### config.mk
export PLATFORM = sky130hd
export DESIGN_NAME = flow_chan_ctrl
export DESIGN_NICKNAME = d
export VERILOG_FILES = /design/src/verilog/flow_chan_pkg.sv /design/src/verilog/hold_timer.sv /design/src/verilog/flow_chan_ctrl.sv
export SDC_FILE = /design/constraint.sdc
export NUM_CORES = 1
export LEC_CHECK = 0
export BUFFER_PORTS_ARGS = -buffer_cell sky130_fd_sc_hd__buf_2
export CORE_ASPECT_RATIO = 2
export CORE_MARGIN = 4
export CORE_UTILIZATION = 33
export CTS_BUF_LIST = sky130_fd_sc_hd__clkbuf_8
export CTS_CLUSTER_SIZE = 25
export DETAILED_ROUTE_END_ITERATION = 7
export GPL_TIMING_DRIVEN = 0
export PLACE_DENSITY = 0.53
export RECOVER_POWER = 100
export SLEW_MARGIN = 30
export SYNTH_ARGS = -nofsm -noshare
export SYNTH_HDL_FRONTEND = slang
export SYNTH_HIERARCHICAL = 1
export SYNTH_SLANG_ARGS = --single-unit
### constraint.sdc
create_clock -name core_clk -period 3.67 [get_ports core_clk]
set_clock_uncertainty 0.15 [all_clocks]
set_input_delay 0.367 -clock core_clk [delete_from_list [all_inputs] [get_ports core_clk]]
set_output_delay 0.367 -clock core_clk [all_outputs]
set_load 0.01 [all_outputs]
### src/verilog/flow_chan_pkg.sv
// Constants for service flow deletion and channel change control
package flow_chan_pkg;
   // Clock rate
   localparam int unsigned CLK_HZ = 200_000_000;
   localparam int unsigned CYCLES_PER_MS = CLK_HZ / 1000;
   // Old-channel hold time, in ms (plain default, no figure given)
   localparam int unsigned T13_MS = 1000;
   localparam int unsigned T13_CYCLES = T13_MS * CYCLES_PER_MS;
   // Margin before hold expiry at which the jump is forced, in ms
   localparam int unsigned DEPART_MARGIN_MS = 1;
   localparam int unsigned DEPART_MARGIN_CYCLES = DEPART_MARGIN_MS * CYCLES_PER_MS;
   // Initialization technique codes carried in the change request
   localparam logic [2:0] TECH_REINIT = 3'h0;
   localparam logic [2:0] TECH_INIT_RANGE = 3'h1;
   localparam logic [2:0] TECH_STATION_MAINT = 3'h2;
   localparam logic [2:0] TECH_DIRECT = 3'h3;
   // Deletion response status
   localparam logic RSP_OK = 1'h1;
   localparam logic RSP_REJECT = 1'h0;
endpackage

### src/verilog/hold_timer.sv
// Restartable down-counter for hold and departure deadlines
`timescale 1ns/1ps
module hold_timer #(
   parameter int W = 32
) (
   // Clock and reset
   input wire logic core_clk,
   input wire logic rst_b,
   // Control
   input wire logic start,
   input wire logic stop,
   input wire logic [W-1:0] load_val,
   // Status
   output logic running,
   output logic expired
);
   logic [W-1:0] count;
   logic [W-1:0] next_count;
   logic next_running;
   logic next_expired;

   initial
   begin
      if (W < 2) $error("hold_timer: W too small");
   end

   always_comb
   begin
      next_count = count;
      next_running = running;
      next_expired = 1'b0;
      if (start)
      begin
         next_count = load_val;
         next_running = 1'b1;
      end
      else if (stop)
      begin
         next_running = 1'b0;
      end
      else if (running)
      begin
         if (count <= W'(1))
         begin
            next_running = 1'b0;
            next_expired = 1'b1;
         end
         else
         begin
            next_count = count - W'(1);
         end
      end
   end

   always_ff @(posedge core_clk or negedge rst_b)
   begin
      if (!rst_b)
      begin
         count <= '0;
         running <= 1'b0;
         expired <= 1'b0;
      end
      else
      begin
         count <= next_count;
         running <= next_running;
         expired <= next_expired;
      end
   end
endmodule

### src/verilog/flow_chan_ctrl.sv
// Modem-side service flow deletion and channel change control
`timescale 1ns/1ps
module flow_chan_ctrl #(
   parameter int SFID_W = 32,
   parameter int unsigned T13_CYCLES = flow_chan_pkg::T13_CYCLES,
   parameter int unsigned DEPART_MARGIN_CYCLES = flow_chan_pkg::DEPART_MARGIN_CYCLES
) (
   // Clock and reset
   input wire logic core_clk,
   input wire logic rst_b,
   // Registration context
   input wire logic registered,
   input wire logic [SFID_W-1:0] primary_us_sfid,
   input wire logic [SFID_W-1:0] primary_ds_sfid,
   input wire logic [SFID_W-1:0] prov_us_sfid,
   input wire logic [SFID_W-1:0] prov_ds_sfid,
   // Local deletion request
   input wire logic loc_del_req,
   input wire logic loc_del_us_valid,
   input wire logic loc_del_ds_valid,
   input wire logic [SFID_W-1:0] loc_del_us_sfid,
   input wire logic [SFID_W-1:0] loc_del_ds_sfid,
   // Deletion messages received
   input wire logic rx_dsd_req,
   input wire logic rx_dsd_us_valid,
   input wire logic rx_dsd_ds_valid,
   input wire logic [SFID_W-1:0] rx_dsd_us_sfid,
   input wire logic [SFID_W-1:0] rx_dsd_ds_sfid,
   input wire logic rx_dsd_rsp,
   // Deletion messages sent
   output logic tx_dsd_req,
   output logic tx_dsd_us_valid,
   output logic tx_dsd_ds_valid,
   output logic [SFID_W-1:0] tx_dsd_us_sfid,
   output logic [SFID_W-1:0] tx_dsd_ds_sfid,
   output logic tx_dsd_rsp,
   output logic tx_dsd_rsp_ok,
   // Flow release, registration effects and deletion busy status
   output logic free_us_flow,
   output logic free_ds_flow,
   output logic [SFID_W-1:0] free_us_sfid,
   output logic [SFID_W-1:0] free_ds_sfid,
   output logic rereg,
   output logic prov_lost,
   output logic dsd_busy,
   // Channel change messages
   input wire logic rx_dcc_req,
   input wire logic rx_dcc_tech_present,
   input wire logic [2:0] rx_dcc_tech,
   output logic tx_dcc_rsp_depart,
   output logic tx_dcc_rsp_arrive,
   // Channel change sequencing
   input wire logic jump_ready,
   input wire logic sync_done,
   input wire logic range_done,
   input wire logic range_abort,
   output logic old_ch_use,
   output logic new_ch_use,
   output logic jump_now,
   output logic bw_flush,
   output logic mac_reinit,
   output logic range_start,
   output logic dcc_fail
);
   typedef enum logic [0:0] {DSD_IDLE, DSD_WAIT_RSP} dsd_state_t;
   typedef enum logic [2:0] {DCC_IDLE, DCC_OLD, DCC_SYNC, DCC_RANGE, DCC_ARRIVE} dcc_state_t;

   localparam int TW = 32;

   initial
   begin
      if (SFID_W < 1) $error("flow_chan_ctrl: SFID_W must be positive");
      if (DEPART_MARGIN_CYCLES >= T13_CYCLES) $error("flow_chan_ctrl: margin exceeds hold");
   end

   function automatic logic hit(input logic v, input logic [SFID_W-1:0] a,
                                input logic [SFID_W-1:0] b);
      hit = v && (a == b);
   endfunction

   // Deletion state
   dsd_state_t dsd_state, next_dsd_state;
   logic next_tx_dsd_req, next_tx_dsd_us_valid, next_tx_dsd_ds_valid;
   logic [SFID_W-1:0] next_tx_dsd_us_sfid, next_tx_dsd_ds_sfid;
   logic next_tx_dsd_rsp, next_tx_dsd_rsp_ok;
   logic next_free_us_flow, next_free_ds_flow;
   logic [SFID_W-1:0] next_free_us_sfid, next_free_ds_sfid;
   logic next_rereg, next_prov_lost;
   logic del_go, del_us_v, del_ds_v;
   logic [SFID_W-1:0] del_us_id, del_ds_id;

   always_comb
   begin
      next_dsd_state = dsd_state;
      next_tx_dsd_req = 1'b0;
      next_tx_dsd_us_valid = tx_dsd_us_valid;
      next_tx_dsd_ds_valid = tx_dsd_ds_valid;
      next_tx_dsd_us_sfid = tx_dsd_us_sfid;
      next_tx_dsd_ds_sfid = tx_dsd_ds_sfid;
      next_tx_dsd_rsp = 1'b0;
      next_tx_dsd_rsp_ok = tx_dsd_rsp_ok;
      // Headend request takes precedence over a new local one
      del_go = 1'b0;
      del_us_v = 1'b0;
      del_ds_v = 1'b0;
      del_us_id = rx_dsd_us_sfid;
      del_ds_id = rx_dsd_ds_sfid;
      if (rx_dsd_req)
      begin
         // Port form carries at most one flow each way
         del_go = 1'b1;
         del_us_v = rx_dsd_us_valid;
         del_ds_v = rx_dsd_ds_valid;
         next_tx_dsd_rsp = 1'b1;
         next_tx_dsd_rsp_ok = (rx_dsd_us_valid || rx_dsd_ds_valid) ? flow_chan_pkg::RSP_OK
                                                                   : flow_chan_pkg::RSP_REJECT;
      end
      else if (loc_del_req && dsd_state == DSD_IDLE
               && (loc_del_us_valid || loc_del_ds_valid))
      begin
         // Modem deletes locally and asks the headend in the same cycle
         del_go = 1'b1;
         del_us_v = loc_del_us_valid;
         del_ds_v = loc_del_ds_valid;
         del_us_id = loc_del_us_sfid;
         del_ds_id = loc_del_ds_sfid;
         next_tx_dsd_req = 1'b1;
         next_tx_dsd_us_valid = loc_del_us_valid;
         next_tx_dsd_ds_valid = loc_del_ds_valid;
         next_tx_dsd_us_sfid = loc_del_us_sfid;
         next_tx_dsd_ds_sfid = loc_del_ds_sfid;
         next_dsd_state = DSD_WAIT_RSP;
      end
      if (dsd_state == DSD_WAIT_RSP && rx_dsd_rsp)
      begin
         next_dsd_state = DSD_IDLE;
      end
      // Release of the flow and everything tied to it
      next_free_us_flow = del_go && del_us_v;
      next_free_ds_flow = del_go && del_ds_v;
      next_free_us_sfid = del_us_v ? del_us_id : free_us_sfid;
      next_free_ds_sfid = del_ds_v ? del_ds_id : free_ds_sfid;
      next_rereg = del_go && (hit(del_us_v, del_us_id, primary_us_sfid)
                              || hit(del_ds_v, del_ds_id, primary_ds_sfid));
      // Provisioned loss alone never asks for re-registration
      next_prov_lost = del_go && (hit(del_us_v, del_us_id, prov_us_sfid)
                                  || hit(del_ds_v, del_ds_id, prov_ds_sfid));
   end

   always_ff @(posedge core_clk or negedge rst_b)
   begin
      if (!rst_b)
      begin
         dsd_state <= DSD_IDLE;
         tx_dsd_req <= 1'b0;
         tx_dsd_us_valid <= 1'b0;
         tx_dsd_ds_valid <= 1'b0;
         tx_dsd_us_sfid <= '0;
         tx_dsd_ds_sfid <= '0;
         tx_dsd_rsp <= 1'b0;
         tx_dsd_rsp_ok <= 1'b0;
         free_us_flow <= 1'b0;
         free_ds_flow <= 1'b0;
         free_us_sfid <= '0;
         free_ds_sfid <= '0;
         rereg <= 1'b0;
         prov_lost <= 1'b0;
         dsd_busy <= 1'b0;
      end
      else
      begin
         dsd_state <= next_dsd_state;
         tx_dsd_req <= next_tx_dsd_req;
         tx_dsd_us_valid <= next_tx_dsd_us_valid;
         tx_dsd_ds_valid <= next_tx_dsd_ds_valid;
         tx_dsd_us_sfid <= next_tx_dsd_us_sfid;
         tx_dsd_ds_sfid <= next_tx_dsd_ds_sfid;
         tx_dsd_rsp <= next_tx_dsd_rsp;
         tx_dsd_rsp_ok <= next_tx_dsd_rsp_ok;
         free_us_flow <= next_free_us_flow;
         free_ds_flow <= next_free_ds_flow;
         free_us_sfid <= next_free_us_sfid;
         free_ds_sfid <= next_free_ds_sfid;
         rereg <= next_rereg;
         prov_lost <= next_prov_lost;
         dsd_busy <= (next_dsd_state == DSD_WAIT_RSP);
      end
   end

   // Channel change state
   dcc_state_t dcc_state, next_dcc_state;
   logic [2:0] tech, next_tech;
   logic next_tx_dcc_rsp_depart, next_tx_dcc_rsp_arrive;
   logic next_old_ch_use, next_new_ch_use, next_jump_now, next_bw_flush;
   logic next_mac_reinit, next_range_start, next_dcc_fail;
   logic depart_start, depart_expired;
   logic take_req;

   always_comb
   begin
      next_dcc_state = dcc_state;
      next_tech = tech;
      next_tx_dcc_rsp_depart = 1'b0;
      next_tx_dcc_rsp_arrive = 1'b0;
      next_old_ch_use = old_ch_use;
      next_new_ch_use = new_ch_use;
      next_jump_now = 1'b0;
      next_bw_flush = 1'b0;
      next_mac_reinit = 1'b0;
      next_range_start = 1'b0;
      next_dcc_fail = 1'b0;
      // Requests are honoured only while registered; repeats restart the deadline
      take_req = rx_dcc_req && registered && (dcc_state == DCC_IDLE || dcc_state == DCC_OLD);
      depart_start = take_req;
      case (dcc_state)
         DCC_IDLE:
         begin
            if (take_req)
            begin
               // Missing technique field means full re-initialization
               next_tech = rx_dcc_tech_present ? rx_dcc_tech : flow_chan_pkg::TECH_REINIT;
               next_tx_dcc_rsp_depart = 1'b1;
               next_old_ch_use = 1'b1;
               next_dcc_state = DCC_OLD;
            end
         end
         DCC_OLD:
         begin
            if (take_req)
            begin
               next_tech = rx_dcc_tech_present ? rx_dcc_tech : flow_chan_pkg::TECH_REINIT;
               next_tx_dcc_rsp_depart = 1'b1;
            end
            else if (jump_ready || depart_expired)
            begin
               // Leave before the old-channel hold runs out
               next_jump_now = 1'b1;
               next_old_ch_use = 1'b0;
               next_bw_flush = 1'b1;
               next_dcc_state = DCC_SYNC;
            end
         end
         DCC_SYNC:
         begin
            if (sync_done)
            begin
               case (tech)
                  flow_chan_pkg::TECH_INIT_RANGE, flow_chan_pkg::TECH_STATION_MAINT:
                  begin
                     next_range_start = 1'b1;
                     next_new_ch_use = 1'b1;
                     next_dcc_state = DCC_RANGE;
                  end
                  flow_chan_pkg::TECH_DIRECT:
                  begin
                     next_new_ch_use = 1'b1;
                     next_dcc_state = DCC_ARRIVE;
                  end
                  default:
                  begin
                     // Full restart, no arrive message on the new channel
                     next_mac_reinit = 1'b1;
                     next_dcc_state = DCC_IDLE;
                  end
               endcase
            end
         end
         DCC_RANGE:
         begin
            if (range_abort)
            begin
               next_dcc_fail = 1'b1;
               next_new_ch_use = 1'b0;
               next_dcc_state = DCC_IDLE;
            end
            else if (range_done)
            begin
               next_dcc_state = DCC_ARRIVE;
            end
         end
         DCC_ARRIVE:
         begin
            next_tx_dcc_rsp_arrive = 1'b1;
            next_new_ch_use = 1'b0;
            next_dcc_state = DCC_IDLE;
         end
         default:
         begin
            next_dcc_state = DCC_IDLE;
         end
      endcase
   end

   // Departure deadline, restarted by each accepted request
   hold_timer #(
      .W(TW)
   ) u_depart_timer (
      .core_clk(core_clk),
      .rst_b(rst_b),
      .start(depart_start),
      .stop(next_jump_now),
      .load_val(TW'(T13_CYCLES - DEPART_MARGIN_CYCLES)),
      .running(),
      .expired(depart_expired)
   );

   always_ff @(posedge core_clk or negedge rst_b)
   begin
      if (!rst_b)
      begin
         dcc_state <= DCC_IDLE;
         tech <= flow_chan_pkg::TECH_REINIT;
         tx_dcc_rsp_depart <= 1'b0;
         tx_dcc_rsp_arrive <= 1'b0;
         old_ch_use <= 1'b0;
         new_ch_use <= 1'b0;
         jump_now <= 1'b0;
         bw_flush <= 1'b0;
         mac_reinit <= 1'b0;
         range_start <= 1'b0;
         dcc_fail <= 1'b0;
      end
      else
      begin
         dcc_state <= next_dcc_state;
         tech <= next_tech;
         tx_dcc_rsp_depart <= next_tx_dcc_rsp_depart;
         tx_dcc_rsp_arrive <= next_tx_dcc_rsp_arrive;
         old_ch_use <= next_old_ch_use;
         new_ch_use <= next_new_ch_use;
         jump_now <= next_jump_now;
         bw_flush <= next_bw_flush;
         mac_reinit <= next_mac_reinit;
         range_start <= next_range_start;
         dcc_fail <= next_dcc_fail;
      end
   end
endmodule

### Word-level counts from Yosys, hierarchy flattened

Cells that the tools add are included.

| operators by class | value |
|---|---|
| add/subtract/negate cells | 1 |
| $lt $le $gt $ge | 1 |
| equal/unequal tests | 21 |
| mux-type cells | 59 |
| bitwise operators | 2 |
| reduce and logical (&&, ||, !) cells | 34 |

Operators by type and width:

| operator | number |
|---|---|
| 2-to-1 mux 32 bit | 8 |
| == test 32 bit | 4 |
| 2-to-1 mux 1 bit | 40 |
| <= comparator 32 x 1 -> 1 bit, second input constant | 1 |
| subtractor 32 x 1 -> 32 bit, second input constant | 1 |
| 2-to-1 mux 3 bit | 7 |
| logical AND 1 bit | 13 |
| == test 3 x 2 -> 1 bit, second input constant | 4 |
| != test 2 bit, second input constant | 6 |
| one-hot mux 3 bit (4 select lines) | 1 |
| AND reduction 4 bit | 2 |
| == test 3 x 1 -> 1 bit, second input constant | 2 |
| logical OR 1 bit | 6 |
| != test 2 x 1 -> 1 bit, second input constant | 3 |
| one-hot mux 3 bit (2 select lines) | 1 |
| AND reduction 2 bit | 3 |
| nonzero test 2 bit | 3 |
| AND reduction 5 bit | 1 |
| OR reduction 2 bit | 2 |
| == test 3 bit, second input constant | 1 |
| zero test 3 bit | 1 |
| != test 3 bit, second input constant | 1 |
| one-hot mux 1 bit (3 select lines) | 1 |
| AND reduction 3 bit | 1 |
| other kinds (4) | 5 |

| storage, ports and cells | value |
|---|---|
| flip-flop bits (word level) | 186 |
| input port bits | 275 |
| output and inout bits | 147 |
| logic and storage cells | 145 |

### Longest topological paths before layout

Gate-level depths: netlist of run 1.

| logic depth | value |
|---|---|
| depth in word-level cells | 9 |
| mapped depth | 11 |
| mapped depth without buffers | 8 |

### By module

Netlist of run 1, hierarchy kept.

By module, submodules not included:

| module | instances | cells each | area each (um^2) | sequential area each (um^2) |
|---|---|---|---|---|
| flow_chan_ctrl | 1 | 1,062 | 9,027.4 | 3,803.6 |
| hold_timer | 1 | 250 | 2,127.0 | 850.8 |

### Least setup slack after synthesis of run 1

No wires, ideal clock.

| timing | value |
|---|---|
| path kind | reg-to-reg |
| start point | register u_depart_timer.count[0] |
| end point | register u_depart_timer.count[26] |
| library setup time | 0.070 ns |
| arrival time | 2.726 ns |
| required time | 3.450 ns |
| setup slack | 0.724 ns |
| cell stages (with the launch flop) | 9 |
| buffers on the path | 1 |
| clock period less this slack | 2.946 ns |
| cell sequence | dfrtp_1 -> inv_1 -> ha_1 -> nor4b_1 -> nand3_1 -> or4_1 -> buf_2 -> or4b_1 -> nand3_1 |

| on the way | value |
|---|---|
| cells in the longest elaborated chain, start to end | 5 |
| elaborated cells on any way between the ends | 8 |
| those cells by class | 1 x add/sub; 1 x order compare; 1 x eq/ne; 4 x mux; 1 x reduce/logical |

RTL lines:

| item | RTL line | source |
|---|---|---|
| start: declaration | hold_timer.sv:17 | `logic [W-1:0] count;` |
| start signal: assignment | hold_timer.sv:65 | `count <= next_count;` |
| subtractor 32 x 1 -> 32 bit | hold_timer.sv:50 | `next_count = count - W'(1);` |
| 2-to-1 mux 32 bit | hold_timer.sv:43 | `if (count <= W'(1))` |
| 2-to-1 mux 32 bit | hold_timer.sv:41 | `else if (running)` |
| 2-to-1 mux 32 bit | hold_timer.sv:37 | `else if (stop)` |
| 2-to-1 mux 32 bit | hold_timer.sv:32 | `if (start)` |

Several ways; a longest one is shown, not always the timed one. The select of a mux whose other input is x is not followed.
A chain may end at the register's enable or synchronous reset.

### Final worst setup path of run 1

| timing | value |
|---|---|
| start point | register dsd_state |
| end point | register rereg |

| on the way | value |
|---|---|
| cells in the longest elaborated chain, start to end | 9 |
| elaborated cells on any way between the ends | 19 |
| those cells by class | 2 x eq/ne; 10 x mux; 1 x bitwise; 6 x reduce/logical |

RTL lines:

| item | RTL line | source |
|---|---|---|
| start: declaration | flow_chan_ctrl.sv:82 | `dsd_state_t dsd_state, next_dsd_state;` |
| start signal: assignment | flow_chan_ctrl.sv:172 | `dsd_state <= next_dsd_state;` |
| inverter 1 bit * | flow_chan_ctrl.sv:118 | `else if (loc_del_req && dsd_state == DSD_IDLE` |
| logical AND 1 bit * | flow_chan_ctrl.sv:118 |  |
| logical AND 1 bit * | flow_chan_ctrl.sv:119 | `&& (loc_del_us_valid \|\| loc_del_ds_valid))` |
| 2-to-1 mux 32 bit | flow_chan_ctrl.sv:118 |  |
| 2-to-1 mux 32 bit | flow_chan_ctrl.sv:108 | `if (rx_dsd_req)` |
| == test 32 bit | flow_chan_ctrl.sv:78 | `hit = v && (a == b);` |
| logical AND 1 bit | flow_chan_ctrl.sv:78 |  |
| logical OR 1 bit | flow_chan_ctrl.sv:144 | `\|\| hit(del_ds_v, del_ds_id, primary_ds_sfid));` |
| logical AND 1 bit * | flow_chan_ctrl.sv:143 | `next_rereg = del_go && (hit(del_us_v, del_us_id, primary_us_sfid)` |
| named net next_rereg | flow_chan_ctrl.sv:88 | `logic next_rereg, next_prov_lost;` |
| end signal: assignment | flow_chan_ctrl.sv:184 | `rereg <= next_rereg;` |
| end: declaration | flow_chan_ctrl.sv:43 | `output logic rereg,` |

Mark *: on every way through the listed nets, which the timed path passes. The rest lies on a longest branch.

==> metrics.json, run 1 <==
{
  "die_height_um": 268,
  "most_used_cells_in_the_layout_excluding_fill_and_tap_cells": "sky130_fd_sc_hd__buf_2 (294), sky130_fd_sc_hd__nand2_1 (192), sky130_fd_sc_hd__clkbuf_1 (188), sky130_fd_sc_hd__dfrtp_1 (186), sky130_fd_sc_hd__nor2_1 (105)",
  "vias_in_the_first_global_route": 13247,
  "detailedPlace.worstSlack_ns": -1.08,
  "fin_crit_ns": 3.65,
  "initial_core_util": 0.333,
  "post_route_cells_drive_above_1_share": 0.203,
  "worst-slew-pin-transition_ns": 2.45,
  "power_report.internal_total_w": 0.00398,
  "critical_path.max_fanout": 10,
  "share_of_yosys_cell_area_claimed_by_the_top_area_cell_type": 0.417,
  "synth-edff-count": 0,
  "drc": 0,
  "power.static_leakage_nw": 6.63,
  "timing_hold_violations_final": 0,
  "fin_worst_hold_slack_ns": 0.0327,
  "hpwlAfterDp_mm": 51.8,
  "final_net_count": 2102,
  "yosys_warnings": 6,
  "crit_slowest_cell": "sky130_fd_sc_hd__or3b_1",
  "commonest_non_fill_non_tap_cell_in_the_layout": "sky130_fd_sc_hd__buf_2",
  "layout-area-overhead-vs-synth_pct": 32.3,
  "dr_total_vias": 13197,
  "cp_cell_sequence": "or3b_1 > buf_2 > buf_2 > o21ai_0 > a21boi_1 > xnor2_1 > nor4_1 > nand4_1 > o31ai_2",
  "detail_route.first_pass.iterations": 6,
  "clock_tree.root_cell": "sky130_fd_sc_hd__clkbuf_8",
  "ant_nets": 0,
  "worstPathRequired_ns": 3.94,
  "capturing_element_type_of_the_critical_path": "register",
  "timing.final.crit_share": 0.995,
  "fmax_ghz": 0.274,
  "path_clk_slew_ns": 0.11,
  "timing_worst_setup_path_type": "reg2reg",
  "combinationalPowerShare": 0.361,
  "grt_start_max_net_pins": 77,
  "netlist.top_cell.by_area": "sky130_fd_sc_hd__dfrtp_1",
  "rsz0062_at_grt": "false",
  "core.rowCount": 95,
  "routed_via_density": 5.75,
  "netlist-cell-type-count": 78,
  "grt_remaining_overflow": 0,
  "wire_length_of_the_first_global_routing_pass_mm": 89.5,
  "mappedNetlistArea_mm2": 0.0112,
  "result_of_the_run": "complete, but fails checks",
  "cts-buffers-inserted": 17,
  "floorplan.die_area_mm2": 0.0370,
  "synth.avg_cell_area_um2": 8.50,
  "antenna_found_initial": 22,
  "min-delay-path-class": "in2reg",
  "drtIter0Drc": 999,
  "wirelength_mm": 63.8,
  "synth_seq_cells": 186,
  "slew_headroom": -0.630,
  "tritoncts_clock_tree": "done",
  "cp_common_cell": "sky130_fd_sc_hd__buf_2",
  "die_x_um": 138,
  "core_mm2": 0.0335,
  "cell_count_after_synthesis": 1312,
  "net_switching_fraction_of_the_power": 0.425,
  "synth-async-reset-ratio": 1.00,
  "vdd_ir_drop_max_uv": 349,
  "place_congestion": 0.959,
  "ctsLongestPathBuffers": 2,
  "cts.htree.levels": 4,
  "clockPowerShare": 0.203,
  "finalSetupViolCount": 0,
  "maxCapViolCount": 1,
  "synth-main-ff-cell": "sky130_fd_sc_hd__dfrtp_1",
  "top_level_ports": 422,
  "net-switching-power_w": 0.00294,
  "cp.arrival_ns": 3.92,
  "p_seq_frac": 0.436,
  "detail_route.wl_per_cell_um": 27.8,
  "clkLatencyLatePin_ns": 0.52,
  "max_stage_delay_ns": 0.50,
  "ys_seq_area_frac": 0.417,
  "ys_top_cells_by_area": "sky130_fd_sc_hd__dfrtp_1 (42%), sky130_fd_sc_hd__nand2_1 (6.5%), sky130_fd_sc_hd__a21oi_1 (3.6%)",
  "tritoncts_num_sinks": 186,
  "violations": "capacitance limit, slew limit",
  "slew_violations": 37,
  "r2r_setup_slack_ns": 0.02,
  "p_per_area_mw_per_mm2": 469,
  "worst_slack_ns": 0.0199,
  "critical_path.startpoint_type": "register",
  "totalPowerFinal_w": 0.00692,
  "grt_use_total": 0.331,
  "numPortBuffers": 421
}
-- registers in the layout, summed over array words and instances (netlist names), 3 cells and up --
| signal | cells |
|---|---|
| free_ds_sfid | 32 |
| free_us_sfid | 32 |
| tx_dsd_ds_sfid | 32 |
| tx_dsd_us_sfid | 32 |
| u_depart_timer/count | 32 |
| dcc_state | 3 |
| tech | 3 |
-- worst max-delay path, delay by kind of cell, from the launching register on --
family                 cells  cell delay (ns)
XOR/XNOR                   1             0.12
flip-flops                 1             0.44
buffers and inverters      2             0.50
AO/OA/AOI/OAI              3             1.11
AND/OR/NAND/NOR            3             1.24
-- through the flow --
| stage | utilization | TNS, ns | cells | cell area [um2] |
|---|---|---|---|---|
| after floorplan | - | 0 | 1342 | 11300 |
| after global placement | 0.415 | -270.00 | 2199 | 13900 |
| after detailed placement | 0.418 | -35.11 | 2201 | 14000 |
| after CTS | 0.444 | 0 | 2274 | 14900 |
| after global routing | 0.439 | 0 | 2288 | 14700 |
| final | 0.440 | 0 | 2297 | 14800 |
-- path summary, 6_finish.rpt --
path / startpoint / end / cells past startpoint
max in group asynchronous: rst_b / tx_dcc_rsp_arrive / 2
min in group asynchronous: rst_b / tx_dsd_ds_sfid[7] / 2
max reg2reg: dsd_state / rereg / 9
min reg2reg: tx_dsd_us_sfid[2] / tx_dsd_us_sfid[2] / 1
min: primary_us_sfid[13] / rereg / 4
max: dsd_state / rereg / 9
-- cell usage after synthesis, drive strengths merged (20+ instances only) --
library cell	number
a221oi	28
xor2	25
dfrtp	186
nor4	27
xnor2	43
and2	27
nand2	193
a21o	20
and4	23
a31oi	62
nand3	24
or3	23
buf	50
a21oi	80
clkbuf	32
nor3	28
o21ai	58
nor2	105
inv	51
o22ai	22
-- power groups by stage --
stage	Combinational (W)	Clock [W]	Sequential [W]
final	0.00250	0.00141	0.00302
after global routing	0.00271	0.00150	0.00308
after CTS	0.00256	0.00144	0.00300
after detailed placement	0.00251	0	0.00304
after global placement	0.00246	0	0.00302
after floorplan	0.00123	0	0.00306
-- logic make-up after synthesis --
logic type,count (synthesis),synth area share
fa+ha+maj,2,0.00224
flops,186,0.417
simple gates,523,0.232
other cells,2,0.000673
buf+inv,133,0.0506
mux,10,0.00920
xor+xnor,68,0.0534
compound gates,388,0.235
-- final cells by class --
type	instances	area [um2]
well taps	436	546
multi-input cells	1023	6160
fillers	3622	18800
flip-flops and latches	186	4650
diodes	23	57.6
clock buffers	17	234
inverters	51	191
clock inverters	15	136
plain buffers	82	390
repair buffers	464	2380
-- metal layers --
layer  vias up  global-route usage  wire length (um)
li1       5844                   -                 -
met1      6412               0.316             20000
met2       714               0.616             33800
met3       217              0.0801              4860
met4        10               0.235              5160
met5         -                   0                56
-- what timing repair did --
action	in CTS	in global routing
pin swaps	2	1
resized for setup	25	14
endpoints found under the setup margin	88	40
hold endpoints to repair	215	0
buffers inserted	2	0
hold buffers	39	0
Power figures use the tool's default switching activity.
==> run 2, diff against run 1 <==
==> constraint.sdc (replaced) <==
create_clock -name core_clk -period 3.67 [get_ports core_clk]
set_clock_uncertainty 0.15 [all_clocks]
set_input_delay 0.5505 -clock core_clk [delete_from_list [all_inputs] [get_ports core_clk]]
set_output_delay 0.5505 -clock core_clk [all_outputs]
set_load 0.01 [all_outputs]
==> metrics.json, run 2 (synthesized netlist as in run 1, its figures left out) <==
{
  "worst_slack": {"value": -0.0115, "unit": "ns", "change": "was 0.0199 ns"},
  "post_route_cells_drive_above_1_share": {"value": 0.207, "change": "was 0.203"},
  "place_congestion": {"value": 0.959, "change": "unchanged"},
  "grt_start_max_net_pins": {"value": 77, "change": "unchanged"},
  "crit_slowest_cell": {"value": "sky130_fd_sc_hd__a2111o_1", "change": "was sky130_fd_sc_hd__or3b_1"},
  "r2r-start": {"value": "dsd_state", "change": "unchanged"},
  "fmax": {"value": 0.272, "unit": "GHz", "change": "was 0.274 GHz"},
  "grt_use_total": {"value": 0.330, "change": "was 0.331"},
  "cp_common_cell": {"value": "sky130_fd_sc_hd__buf_4", "change": "was sky130_fd_sc_hd__buf_2"},
  "cts-buffers-inserted": {"value": 17, "change": "unchanged"},
  "wirelength": {"value": 63.5, "unit": "mm", "change": "was 63.8 mm"},
  "detail_route.first_pass.iterations": {"value": 8, "change": "was 6"},
  "capturing_element_type_of_the_critical_path": {"value": "register", "change": "unchanged"},
  "timing.final.crit_share": {"value": 1.00, "change": "was 0.995"},
  "cts.htree.levels": {"value": 4, "change": "unchanged"},
  "tns": {"value": -0.0115, "unit": "ns", "change": "was 0 ns"},
  "worst-path-buf-inv": {"value": 4, "change": "was 2"},
  "dr_total_vias": {"value": 13064, "change": "was 13,197"},
  "core": {"value": 0.0335, "unit": "mm2", "change": "unchanged"},
  "timing_worst_setup_path_type": {"value": "reg2reg", "change": "unchanged"},
  "p_per_area": {"value": 479, "unit": "mW/mm2", "change": "was 469 mW/mm2"},
  "drtIter0Drc": {"value": 993, "change": "was 999"},
  "tritoncts_clock_tree": {"value": "done", "change": "unchanged"},
  "final_net_count": {"value": 2064, "change": "was 2,102"},
  "maxCapViolCount": {"value": 1, "change": "unchanged"},
  "floorplan.die_area": {"value": 0.0370, "unit": "mm2", "change": "unchanged"},
  "initial_core_util": {"value": 0.333, "change": "unchanged"},
  "ant_nets": {"value": 0, "change": "unchanged"},
  "critical_path.startpoint_type": {"value": "register", "change": "unchanged"},
  "path_clk_slew": {"value": 0.11, "unit": "ns", "change": "about the same"},
  "cp_cell_sequence": {"value": "nor3b_4 > buf_4 > clkbuf_2 > buf_2 > buf_4 > nand3_1 > a21bo_1 > a2111o_1 > nor4_1 > nand4_1 > o31ai_2", "change": "was or3b_1 > buf_2 > buf_2 > o21ai_0 > a21boi_1 > xnor2_1 > nor4_1 > nand4_1 > o31ai_2"},
  "worst-slew-pin-transition": {"value": 2.34, "unit": "ns", "change": "was 2.45 ns"},
  "layout-area-overhead-vs-synth": {"value": 28.7, "unit": "%", "change": "was 32.3%"},
  "critical_path.reg2reg.endpoint": {"value": "rereg", "change": "unchanged"},
  "timing.hold.worst.start": {"value": "rx_dsd_rsp", "change": "was primary_us_sfid[13]"},
  "dpl-instance-area": {"value": 0.0140, "unit": "mm2", "change": "unchanged"},
  "slew_headroom": {"value": -0.560, "change": "was -0.630"},
  "filler_cell_count": {"value": 3650, "change": "was 3,622"},
  "tritoncts_num_sinks": {"value": 186, "change": "unchanged"},
  "timing_hold_violations_final": {"value": 0, "change": "unchanged"},
  "fin_crit": {"value": 3.68, "unit": "ns", "change": "was 3.65 ns"},
  "worstPathRequired": {"value": 3.94, "unit": "ns", "change": "about the same"},
  "result_of_the_run": {"value": "complete, but fails checks", "change": "unchanged"},
  "worst_path_dominant_cell_family": {"value": "simple AND/OR/NAND/NOR gates", "change": "unchanged"},
  "placedCellCount": {"value": 2201, "change": "unchanged"},
  "violations": {"value": "capacitance limit, slew limit, setup timing", "change": "was capacitance limit, slew limit"},
  "grt_remaining_overflow": {"value": 0, "change": "unchanged"},
  "core.rowCount": {"value": 95, "change": "unchanged"},
  "finalSetupViolCount": {"value": 1, "change": "was 0"},
  "wire_length_of_the_first_global_routing_pass": {"value": 88.9, "unit": "mm", "change": "was 89.5 mm"},
  "numPortBuffers": {"value": 421, "change": "unchanged"},
  "hpwlAfterDp": {"value": 51.8, "unit": "mm", "change": "unchanged"},
  "die_height": {"value": 268, "unit": "um", "change": "unchanged"},
  "die_x": {"value": 138, "unit": "um", "change": "unchanged"},
  "commonest_non_fill_non_tap_cell_in_the_layout": {"value": "sky130_fd_sc_hd__buf_2", "change": "unchanged"},
  "layout.cell_area.non_filler": {"value": 0.0144, "unit": "mm2", "change": "was 0.0148 mm2"},
  "utilization_of_the_core_after_routing": {"value": 0.428, "change": "was 0.440"},
  "detail_route.wl_per_cell": {"value": 28.0, "unit": "um", "change": "was 27.8 um"},
  "max_stage_delay": {"value": 0.46, "unit": "ns", "change": "was 0.50 ns"},
  "hold_depth": {"value": 2, "change": "was 4"},
  "drc": {"value": 0, "change": "unchanged"},
  "path_depth": {"value": 11, "change": "was 9"},
  "routed_via_density": {"value": 5.77, "change": "was 5.75"},
  "min-delay-path-class": {"value": "in2reg", "change": "unchanged"},
  "worst_r2r_path_depth": {"value": 11, "change": "was 9"},
  "top_level_ports": {"value": 422, "change": "unchanged"},
  "r2r_setup_slack": {"value": -0.01, "unit": "ns", "change": "was 0.02 ns"},
  "cp.arrival": {"value": 3.95, "unit": "ns", "change": "was 3.92 ns"},
  "hold_end": {"value": "dsd_state", "change": "was rereg"},
  "finish.cell_count_without_fillers": {"value": 2263, "change": "was 2,297"},
  "vdd_ir_drop_max": {"value": 347, "unit": "uV", "change": "was 349 uV"},
  "rsz0062_at_grt": {"value": "false", "change": "unchanged"},
  "power.static_leakage": {"value": 6.47, "unit": "nW", "change": "was 6.63 nW"},
  "antenna_found_initial": {"value": 29, "change": "was 22"},
  "ctsLongestPathBuffers": {"value": 2, "change": "unchanged"},
  "critical_path.max_fanout": {"value": 10, "change": "unchanged"},
  "vias_in_the_first_global_route": {"value": 13139, "change": "was 13,247"},
  "totalPowerFinal": {"value": 0.00688, "unit": "W", "change": "was 0.00692 W"},
  "slew_violations": {"value": 38, "change": "was 37"},
  "clock_tree.root_cell": {"value": "sky130_fd_sc_hd__clkbuf_8", "change": "unchanged"},
  "clkLatencyLatePin": {"value": 0.51, "unit": "ns", "change": "was 0.52 ns"},
  "most_used_cells_in_the_layout_excluding_fill_and_tap_cells": {"value": "sky130_fd_sc_hd__buf_2 (293), sky130_fd_sc_hd__nand2_1 (192), sky130_fd_sc_hd__dfrtp_1 (186), sky130_fd_sc_hd__clkbuf_1 (185), sky130_fd_sc_hd__nor2_1 (105)", "change": "was sky130_fd_sc_hd__buf_2 (294), sky130_fd_sc_hd__nand2_1 (192), sky130_fd_sc_hd__clkbuf_1 (188), sky130_fd_sc_hd__dfrtp_1 (186), sky130_fd_sc_hd__nor2_1 (105)"}
}
## run 2: changes by cell type in the layout (fill, tap and decap cells not counted), sizes merged
| cell | delta |
|---|---|
| dlygate4sd3 | -38 |
| diode | +4 |
## run 2: worst max path at each step
stage	from	to	slack, ns
floorplan	jump_ready	u_depart_timer/count[25]	0.58
global placement	rx_dsd_req	rereg	-1.55
detailed placement	rx_dsd_req	rereg	-1.27
CTS	dsd_state	rereg	0.03
global route	dsd_state	prov_lost	0.003
finish	dsd_state	rereg	-0.01
## run 2: power breakdown
part           leakage [nW]  internal (W)  switching [W]  total (W)
Clock                 0.180      0.000495       0.000911    0.00141
Sequential             2.22       0.00255       0.000469    0.00302
Combinational          4.07      0.000905        0.00155    0.00245
Total                  6.47       0.00395        0.00293    0.00688
## run 2: per-layer routing
metal  track usage  wire (um)  share of wire  vias to the layer above
met4         0.246       5430          0.086                       16
met3        0.0803       4840          0.076                      227
met5             0         94         0.0015                        -
met1         0.312      19700           0.31                     6343
li1              -          -              -                     5767
met2         0.611      33400           0.53                      711
## run 2: through the flow
step	setup slack [ns]	hold WS (ns)
after floorplan	0.578	0.105
final	-0.0115	0.0707
after detailed placement	-1.27	0.307
after global placement	-1.55	0.305
after global routing	0.00255	0.0503
after CTS	0.0345	0.0396
## run 2: layout make-up
cell class,count,area (um2),area share
multi-input cells,1023,6150,0.429
flip-flops and latches,186,4650,0.324
repair buffers,426,1990,0.138
well taps,436,546,0.0380
plain buffers,82,392,0.0273
clock buffers,17,234,0.0163
inverters,51,191,0.0133
clock inverters,15,136,0.00950
diodes,27,67.6,0.00471
## run 2: timing repair
item | CTS | global route
endpoints found under the hold margin | 36 | 0
setup buffers | 2 | 0
hold buffers | 1 | 0
endpoints found under the setup margin | 88 | 40
gates resized for setup | 25 | 13
pin swaps | 2 | 1
